===== src/logic/lsb_pkg.sv =====
// Package for the load/store and bit-operation execution block.
// Assumes one clock domain and a decoded instruction arriving from a fetch
// stage that honours the issue-ready handshake.
package lsb_pkg;

  // Operation codes delivered by the decoder.
  typedef enum logic [4:0] {
    LSB_OP_NOP      = 5'h00,
    LSB_OP_LD_PTR   = 5'h01,
    LSB_OP_LD_DISP  = 5'h02,
    LSB_OP_LD_ABS   = 5'h03,
    LSB_OP_ST_PTR   = 5'h04,
    LSB_OP_ST_DISP  = 5'h05,
    LSB_OP_ST_ABS   = 5'h06,
    LSB_OP_PUSH     = 5'h07,
    LSB_OP_POP      = 5'h08,
    LSB_OP_IO_SET   = 5'h09,
    LSB_OP_IO_CLR   = 5'h0a,
    LSB_OP_ROL      = 5'h0b,
    LSB_OP_ROR      = 5'h0c,
    LSB_OP_BST      = 5'h0d,
    LSB_OP_BLD      = 5'h0e,
    LSB_OP_FLAG_SET = 5'h0f,
    LSB_OP_FLAG_CLR = 5'h10,
    LSB_OP_SLEEP    = 5'h11,
    LSB_OP_WDR      = 5'h12
  } lsb_op_e;

  // Pointer addressing modes.
  typedef enum logic [1:0] {
    LSB_PM_PLAIN = 2'h0,
    LSB_PM_POSTINC = 2'h1,
    LSB_PM_PREDEC = 2'h2
  } lsb_pmode_e;

  // Which pointer pair is used.
  typedef enum logic [1:0] {
    LSB_PTR_X = 2'h0,
    LSB_PTR_Y = 2'h1,
    LSB_PTR_Z = 2'h2
  } lsb_ptr_e;

  // Decoded instruction carrier.
  typedef struct packed {
    lsb_op_e    op;
    lsb_ptr_e   ptr;
    lsb_pmode_e pmode;
    logic [4:0] reg_idx;
    logic [2:0] bit_idx;
    logic [5:0] disp;
    logic [15:0] addr;
  } lsb_instr_s;

  // Status register bit positions.
  localparam int LSB_FLAG_C = 0;
  localparam int LSB_FLAG_Z = 1;
  localparam int LSB_FLAG_N = 2;
  localparam int LSB_FLAG_V = 3;
  localparam int LSB_FLAG_S = 4;
  localparam int LSB_FLAG_H = 5;
  localparam int LSB_FLAG_T = 6;
  localparam int LSB_FLAG_I = 7;

  // Register file locations of the pointer pairs (low byte).
  localparam logic [4:0] LSB_X_LO = 5'h1a;
  localparam logic [4:0] LSB_Y_LO = 5'h1c;
  localparam logic [4:0] LSB_Z_LO = 5'h1e;

  // Reset values.
  localparam logic [7:0]  LSB_FLAGS_RST = 8'h00;
  localparam logic [15:0] LSB_SP_RST    = 16'h00df;

  // Cycle counts per class.
  localparam logic [1:0] LSB_CYC_MEM   = 2'h2;
  localparam logic [1:0] LSB_CYC_SLEEP = 2'h3;
  localparam logic [1:0] LSB_CYC_ONE   = 2'h1;

endpackage


===== src/logic/lsb_exec.sv =====
// Execution unit for data-transfer and bit instructions of an 8-bit core.
// Assumes a decoder presenting lsb_pkg::lsb_instr_s with instr_valid, and a
// data memory answering reads combinationally in the cycle of the request.
//
// Contract
// - Post-increment load reads at pointer, then adds one; 2 cycles.
// - Pre-decrement load subtracts one, then reads; 2 cycles, flags kept.
// - Offset load reads pointer plus offset, pointer kept; 2 cycles.
// - Absolute load copies addressed byte into register in 2 cycles.
// - Post-increment write stores at pointer, then adds one; 2 cycles.
// - Pre-decrement write subtracts one first, then stores; 2 cycles.
// - Offset write stores at pointer plus offset, pointer kept; 2 cycles.
// - Absolute write stores register at instruction address; 2 cycles.
// - Push stores register on stack in 2 cycles, flags kept.
// - Pop loads register from stack in 2 cycles, flags kept.
// - I/O bit set forces chosen bit to one, others kept; 2 cycles.
// - I/O bit clear forces chosen bit to zero, others kept; 2 cycles.
// - Rotate left through carry, updates Z C N V in one cycle.
// - Rotate right through carry, updates Z C N V in one cycle.
// - Copy register bit into transfer flag, only that flag; one cycle.
// - Copy transfer flag into register bit, flags kept; one cycle.
// - Dedicated flag set/clear touches only its own flag; one cycle.
// - Generic flag set/clear writes indexed status bit; one cycle.
// - Sleep takes three cycles and changes no flag.
// - Watchdog restart takes one cycle, pulses restart, flags kept.
module lsb_exec
  import lsb_pkg::*;
#(
  parameter int ADDR_W = 16
) (
  input  wire logic              core_clk,
  input  wire logic              srst,
  input  wire lsb_pkg::lsb_instr_s instr,
  input  wire logic              instr_valid,
  output logic                   issue_ready,
  output logic [ADDR_W-1:0]      mem_addr,
  output logic                   mem_rd,
  output logic                   mem_wr,
  output logic [7:0]             mem_wdata,
  input  wire logic [7:0]        mem_rdata,
  output logic                   wdog_restart,
  output logic                   sleep_req,
  output logic [7:0]             flags,
  input  wire logic [4:0]        dbg_reg_idx,
  output logic [7:0]             dbg_reg_data
);
  import lsb_pkg::*;

  ////////////////////////////////////////////////////////////////////////////
  // State.
  logic [7:0]        regs_ff [32];
  logic [7:0]        flags_ff;
  logic [15:0]       sp_ff;
  lsb_instr_s        cur_ff;
  logic [1:0]        cyc_ff;
  logic              busy_ff;
  logic [ADDR_W-1:0] ea_ff;
  logic              wdog_ff;
  logic              sleep_ff;
  logic [7:0]        dbg_ff;

  logic [1:0]        nxt_cyc;
  logic [4:0]        ptr_lo;
  logic [15:0]       ptr_val;
  logic [15:0]       ptr_dec;
  logic [15:0]       ea;
  logic              last_cyc;
  logic [7:0]        rot_res;
  logic              rot_c;
  lsb_instr_s        ex;

  ////////////////////////////////////////////////////////////////////////////
  // Issue control: first cycle uses the incoming instruction, later cycles
  // replay the latched one so the decoder may move on after the first cycle.
  assign ex       = busy_ff ? cur_ff : instr;
  assign last_cyc = busy_ff ? (cyc_ff == LSB_CYC_ONE) : (nxt_cyc == LSB_CYC_ONE);

  always_comb begin
    unique case (instr.op)
      LSB_OP_LD_PTR, LSB_OP_LD_DISP, LSB_OP_LD_ABS,
      LSB_OP_ST_PTR, LSB_OP_ST_DISP, LSB_OP_ST_ABS,
      LSB_OP_PUSH, LSB_OP_POP,
      LSB_OP_IO_SET, LSB_OP_IO_CLR: nxt_cyc = LSB_CYC_MEM;
      LSB_OP_SLEEP: nxt_cyc = LSB_CYC_SLEEP;
      default:      nxt_cyc = LSB_CYC_ONE;
    endcase
  end

  // Ready drops while a multi-cycle instruction runs.
  assign issue_ready = !busy_ff;

  always_ff @(posedge core_clk) begin
    if (srst) begin
      busy_ff <= 1'b0;
      cyc_ff  <= 2'h0;
      cur_ff  <= '0;
    end else if (!busy_ff) begin
      if (instr_valid && (nxt_cyc != LSB_CYC_ONE)) begin
        busy_ff <= 1'b1;
        cyc_ff  <= nxt_cyc - 2'h1;
        cur_ff  <= instr;
      end
    end else begin
      cyc_ff <= cyc_ff - 2'h1;
      if (cyc_ff == LSB_CYC_ONE) begin
        busy_ff <= 1'b0;
      end
    end
  end

  ////////////////////////////////////////////////////////////////////////////
  // Address generation from the pointer pair, the stack pointer or the absolute address.
  always_comb begin
    unique case (ex.ptr)
      LSB_PTR_Y: ptr_lo = LSB_Y_LO;
      LSB_PTR_Z: ptr_lo = LSB_Z_LO;
      default:   ptr_lo = LSB_X_LO;
    endcase
  end

  assign ptr_val = {regs_ff[ptr_lo + 5'h01], regs_ff[ptr_lo]};
  assign ptr_dec = ptr_val - 16'h0001;

  always_comb begin
    unique case (ex.op)
      LSB_OP_LD_PTR, LSB_OP_ST_PTR:
        ea = (ex.pmode == LSB_PM_PREDEC) ? ptr_dec : ptr_val;
      LSB_OP_LD_DISP, LSB_OP_ST_DISP:
        ea = ptr_val + {10'h000, ex.disp};
      LSB_OP_PUSH: ea = sp_ff;
      LSB_OP_POP:  ea = sp_ff + 16'h0001;
      default:     ea = ex.addr;
    endcase
  end

  // The address is captured in the first cycle; the access happens in the
  // second, so a pointer update in the same cycle cannot disturb it.
  always_ff @(posedge core_clk) begin
    if (srst) begin
      ea_ff <= '0;
    end else if (!busy_ff) begin
      ea_ff <= ea[ADDR_W-1:0];
    end
  end

  ////////////////////////////////////////////////////////////////////////////
  // Memory strobes; loads and stores strobe in the final cycle of a two-cycle access.
  logic is_ld;
  logic is_st;
  logic is_io;
  assign is_ld = busy_ff && (cur_ff.op inside {LSB_OP_LD_PTR, LSB_OP_LD_DISP,
                 LSB_OP_LD_ABS, LSB_OP_POP});
  assign is_st = busy_ff && (cur_ff.op inside {LSB_OP_ST_PTR, LSB_OP_ST_DISP,
                 LSB_OP_ST_ABS, LSB_OP_PUSH});
  assign is_io = cur_ff.op inside {LSB_OP_IO_SET, LSB_OP_IO_CLR};

  // I/O bit ops read in the first cycle and write in the second.
  assign mem_addr = busy_ff ? ea_ff : ea[ADDR_W-1:0];
  assign mem_rd   = is_ld || (!busy_ff && instr_valid &&
                    (instr.op inside {LSB_OP_IO_SET, LSB_OP_IO_CLR}));
  assign mem_wr   = is_st || (busy_ff && is_io);

  logic [7:0] io_byte_ff;
  always_ff @(posedge core_clk) begin
    if (srst) begin
      io_byte_ff <= 8'h00;
    end else if (!busy_ff) begin
      io_byte_ff <= mem_rdata;
    end
  end

  always_comb begin
    mem_wdata = regs_ff[cur_ff.reg_idx];
    if (is_io) begin
      mem_wdata = io_byte_ff;
      mem_wdata[cur_ff.bit_idx] = (cur_ff.op == LSB_OP_IO_SET);
    end
  end

  ////////////////////////////////////////////////////////////////////////////
  // Rotate datapath through carry.
  always_comb begin
    if (ex.op == LSB_OP_ROL) begin
      rot_res = {regs_ff[ex.reg_idx][6:0], flags_ff[LSB_FLAG_C]};
      rot_c   = regs_ff[ex.reg_idx][7];
    end else begin
      rot_res = {flags_ff[LSB_FLAG_C], regs_ff[ex.reg_idx][7:1]};
      rot_c   = regs_ff[ex.reg_idx][0];
    end
  end

  ////////////////////////////////////////////////////////////////////////////
  // Register file writes: loads, pointer updates, rotates and bit loads.
  always_ff @(posedge core_clk) begin
    if (srst) begin
      for (int i = 0; i < 32; i++) begin
        regs_ff[i] <= 8'h00;
      end
    end else begin
      // Pointer modify happens in the first cycle.
      if (!busy_ff && instr_valid &&
          (instr.op inside {LSB_OP_LD_PTR, LSB_OP_ST_PTR})) begin
        if (instr.pmode == LSB_PM_POSTINC) begin
          {regs_ff[ptr_lo + 5'h01], regs_ff[ptr_lo]} <= ptr_val + 16'h0001;
        end else if (instr.pmode == LSB_PM_PREDEC) begin
          {regs_ff[ptr_lo + 5'h01], regs_ff[ptr_lo]} <= ptr_dec;
        end
      end
      if (is_ld) begin
        regs_ff[cur_ff.reg_idx] <= mem_rdata;
      end
      if (!busy_ff && instr_valid) begin
        if (instr.op inside {LSB_OP_ROL, LSB_OP_ROR}) begin
          regs_ff[instr.reg_idx] <= rot_res;
        end else if (instr.op == LSB_OP_BLD) begin
          regs_ff[instr.reg_idx][instr.bit_idx] <= flags_ff[LSB_FLAG_T];
        end
      end
    end
  end

  ////////////////////////////////////////////////////////////////////////////
  // Stack pointer: post-decrement on push, pre-increment on pop.
  always_ff @(posedge core_clk) begin
    if (srst) begin
      sp_ff <= LSB_SP_RST;
    end else if (busy_ff && last_cyc) begin
      if (cur_ff.op == LSB_OP_PUSH) begin
        sp_ff <= sp_ff - 16'h0001;
      end else if (cur_ff.op == LSB_OP_POP) begin
        sp_ff <= sp_ff + 16'h0001;
      end
    end
  end

  ////////////////////////////////////////////////////////////////////////////
  // Status flags. Only single-cycle ops touch them; all memory, stack,
  // sleep and watchdog ops leave them alone.
  always_ff @(posedge core_clk) begin
    if (srst) begin
      flags_ff <= LSB_FLAGS_RST;
    end else if (!busy_ff && instr_valid) begin
      unique case (instr.op)
        LSB_OP_ROL, LSB_OP_ROR: begin
          flags_ff[LSB_FLAG_C] <= rot_c;
          flags_ff[LSB_FLAG_Z] <= (rot_res == 8'h00);
          flags_ff[LSB_FLAG_N] <= rot_res[7];
          flags_ff[LSB_FLAG_V] <= rot_res[7] ^ rot_c;
        end
        LSB_OP_BST: begin
          flags_ff[LSB_FLAG_T] <= regs_ff[instr.reg_idx][instr.bit_idx];
        end
        // Dedicated flag ops are decoded to these with a fixed index.
        LSB_OP_FLAG_SET: flags_ff[instr.bit_idx] <= 1'b1;
        LSB_OP_FLAG_CLR: flags_ff[instr.bit_idx] <= 1'b0;
        default: ;
      endcase
    end
  end

  ////////////////////////////////////////////////////////////////////////////
  // Side-effect outputs, registered so they start one cycle after issue.
  always_ff @(posedge core_clk) begin
    if (srst) begin
      wdog_ff  <= 1'b0;
      sleep_ff <= 1'b0;
      dbg_ff   <= 8'h00;
    end else begin
      wdog_ff  <= !busy_ff && instr_valid && (instr.op == LSB_OP_WDR);
      sleep_ff <= !busy_ff && instr_valid && (instr.op == LSB_OP_SLEEP);
      dbg_ff   <= regs_ff[dbg_reg_idx];
    end
  end

  assign wdog_restart = wdog_ff;
  assign sleep_req    = sleep_ff;
  assign flags        = flags_ff;
  assign dbg_reg_data = dbg_ff;

endmodule


===== config.mk =====
export PLATFORM = sky130hd
export DESIGN_NAME = lsb_exec
export DESIGN_NICKNAME = d
export VERILOG_FILES = /design/src/logic/lsb_pkg.sv /design/src/logic/lsb_exec.sv
export SDC_FILE = /design/constraint.sdc
export NUM_CORES = 2
export LEC_CHECK = 0
export BUFFER_PORTS_ARGS = -buffer_cell sky130_fd_sc_hd__buf_2
export CORE_ASPECT_RATIO = 1.1
export CORE_MARGIN = 3
export CORE_UTILIZATION = 30
export CTS_CLUSTER_SIZE = 12
export DETAILED_ROUTE_END_ITERATION = 6
export GPL_ROUTABILITY_DRIVEN = 0
export HOLD_SLACK_MARGIN = 0.03
export PLACE_DENSITY_LB_ADDON = 0.1
export SYNTH_ARGS = -nofsm -noshare
export SYNTH_HDL_FRONTEND = slang
export SYNTH_SLANG_ARGS = --single-unit

===== constraint.sdc =====
create_clock -name core_clk -period 12.6 [get_ports core_clk]
set_clock_uncertainty 0.05 [all_clocks]
set_input_delay 1.26 -clock core_clk [delete_from_list [all_inputs] [get_ports core_clk]]
set_output_delay 1.26 -clock core_clk [all_outputs]
set_load 0.01 [all_outputs]

==> impl_metrics.tcl <==
set metrics [dict create \
    worst_slack_ns 5.58 \
    cts_root_buffer "clkbuf_16" \
    path_cells "mux2i_1, inv_1, ha_1, buf_4, mux4_2, ha_1, inv_1, fa_1, nor2b_1, o21ai_0, a21boi_0, o21a_1, o21ai_0, nor2_1, xor2_1, a221oi_1, nor3_1, buf_2" \
    grt-ovfl-total 0 \
    syn_inst 3922 \
    worst_pin_slew_ns 1.26 \
    ys_top_cells_by_count "nand2_1, a21oi_1, dfxtp_1, nor2_1, clkbuf_1" \
    grt_pass1_wl_um 259000 \
    synth_area_leaders "dfxtp_1, mux4_2, a21oi_1, mux2i_1, nand2_1" \
    n_fill_cell 11227 \
    post-route-util_pct 33.5 \
    hp-class "flip-flop to flip-flop" \
    synth_top_area_cell "dfxtp_1" \
    drt-initial-drc-count 4532 \
    grt_pass1_vias 32955 \
    die_x_um 319 \
    clkPwrFrac_pct 43.1 \
    first_pass_iters 6 \
    stdcell_count 5243 \
    status "finished clean" \
    routed_via_density 6.74 \
    irDropWorstVdd_uv 89.9 \
    powerDensity_nw_per_um2 92.9 \
    drtAntennaViolNets 0 \
    core_um2 106000 \
    crit_buf_inv 4 \
    hold_viol_final 0 \
    place_inst 5149 \
    area_growth_pct 10.1 \
    place_ws_ns 5.73 \
    crit_path_end_kind "output pin" \
    drt_wl_total_um 185000 \
    multi_input_area_um2 23800 \
    dpl.hpwl_um 129000 \
    drv_cap 0 \
    numCtsBuffers 48 \
    slowest_stage "dfxtp_4" \
    comb_power_share_pct 22.5 \
    min_period_over_period_pct 55.7 \
    yosysTopAreaCellShare_pct 21.1 \
    antenna_found_initial 12 \
    synth-async-reset-ratio_pct 0 \
    grt.total_usage_pct 32.0 \
    cts_buffer_depth 3 \
    synth_edf_count 0 \
    synth.avg_cell_area_um2 8.23 \
    critPathRequiredTime_ns 11.29 \
    critPathTopFamily "compound AO/OA/AOI/OAI gates" \
    layout-drive-gt1-share_pct 18.6 \
    crit_type "flip-flop to output pin" \
    slew_headroom_pct 15.5 \
    synthFlopType "dfxtp_1" \
    io_buffer_count 99 \
    max_clock_freq_ghz 0.142 \
    fin_crit_ns 7.02 \
    ys_types 90 \
    p_int_mw 2.13 \
    num_vias 35358 \
    clk_pin_slew_ns 0.06 \
    clkSinkCount 340 \
    htreeDepth 2 \
    synth.most_common_cell "nand2_1" \
    slew_viol_final 0 \
    layout.nets 3873 \
    start_util_pct 30.4 \
    cp_max_fo 42 \
    drc 0 \
    cts_hold_buf 0 \
    synth_area_um2 32300 \
    power_leakage_nw 12.2 \
    p_sw_share_pct 35.3 \
    yosys_warnings 0 \
    drt-wirelength-per-cell_um 35.4 \
    rsz0062_at_grt "no" \
    yosysSeqAreaShare_pct 21.1 \
    cts_tree "built" \
    power.net_switching_mw 1.17 \
    grt_max_degree 132 \
    cp-start-kind "flip-flop" \
    seqCellArea_um2 6820 \
    setup_viol_count_final 0 \
    synth_seq_cells 340 \
    die-area_um2 112000 \
    ioPinCount 100 \
    syn_nets 3993 \
    cts_resized 0 \
    cp.arrival_ns 5.71 \
    post_cts_buffers 0 \
    seq_power_share_pct 34.4 \
    power.total_mw 3.30 \
    max_stage_delay_ns 0.74 \
    die_h_um 350 \
    r2r_slack_ns 6.94 \
    totalNegativeSetupSlack_ns 0 \
    clk-insertion-delay-late_ns 0.65 \
    fp-row-count 125 \
]
-- layout make-up --
type / instances / share of cell area, %
inverter: 33 / 0.349
clock inverter: 15 / 0.412
clock buffer: 70 / 3.96
tap: 1397 / 4.92
sequential: 340 / 19.2
timing repair buffer: 223 / 4.12
antenna: 9 / 0.0634
multi-input combinational: 3156 / 67.0
-- through the flow --
| step | hold WS (ns) | cell area [um^2] |
|---|---|---|
| final | 0.403 | 35500 |
| after global routing | 0.421 | 35500 |
| after CTS | 0.403 | 35500 |
| after detailed placement | 0.395 | 34000 |
| after global placement | 0.390 | 34000 |
| after floorplan | 0.383 | 32300 |
-- metal layers --
layer	share of wire [%]	vias to the layer above	global-route usage, %
met5	0.0059	-	0
met4	7.9	2	21.8
met3	9.0	566	5.99
met2	44	2242	49.9
met1	39	17632	40.2
li1	-	14916	-
-- cells by family (layout without fill, tap and decap cells) --
group                    count (synthesis)  in the layout  synth area share [%]
AO/OA/AOI/OAI                         1266           1266                  25.5
AND/OR/NAND/NOR                       1259           1259                  17.8
multiplexers                           548            548                  27.5
buffers and inverters                  426            341                  5.52
flip-flops                             340            340                  21.1
XOR/XNOR                                66             66                  1.81
adder cells (fa/ha/maj)                 17             17                 0.675
other                                    0              9                     0
-- worst reg2reg max path, delay by kind of cell, from the launching register on --
family          cells  cell delay (ns)
mux                 3             2.04
compound gates      4             1.61
buf+inv             1             0.77
flops               1             0.74
simple gates        2             0.30
-- power groups by stage --
stage	Sequential [mW]	Combinational, mW	Clock [mW]
global route	1.14	0.771	1.48
detailed placement	1.16	0.722	0
finish	1.14	0.742	1.42
floorplan	1.13	0.460	0
CTS	1.14	0.725	1.44
global placement	1.16	0.724	0
-- state kept, by name (all words and copies together), names as in the netlist, named ones only --
name and count:
sleep_req 1, io_byte_ff 8, flags 5, regs_ff 256
wdog_restart 1, busy_ff 1, cur_ff 23, dbg_reg_data 8
cyc_ff 2, sp_ff 16, ea_ff 16
-- final timing paths --
path	startpoint	depth (start not counted)	end
max	busy_ff	18	mem_addr[12]
min	cur_ff[17]	2	cur_ff[17]
max reg2reg	busy_ff	10	regs_ff[19]
min reg2reg	cur_ff[17]	2	cur_ff[17]
-- placed cells by master, fill, tap and decap left out, types with 29 or more instances in the layout --
| cell type | n |
|---|---|
| a2111oi_0 | 95 |
| a211oi_1 | 95 |
| a21oi_1 | 468 |
| a221oi_1 | 55 |
| a22oi_1 | 64 |
| buf_2 | 94 |
| buf_4 | 126 |
| clkbuf_16 | 50 |
| dfxtp_1 | 337 |
| inv_1 | 29 |
| mux2_2 | 93 |
| mux2i_1 | 190 |
| mux4_2 | 258 |
| nand2_1 | 511 |
| nand2b_1 | 40 |
| nand3_1 | 71 |
| nand4_1 | 42 |
| nor2_1 | 289 |
| nor2b_1 | 41 |
| nor3_1 | 91 |
| o21ai_0 | 201 |
| o221ai_1 | 30 |
| o22ai_1 | 47 |
| xnor2_1 | 36 |
| xor2_1 | 29 |
(Power assumes the default switching activity.)
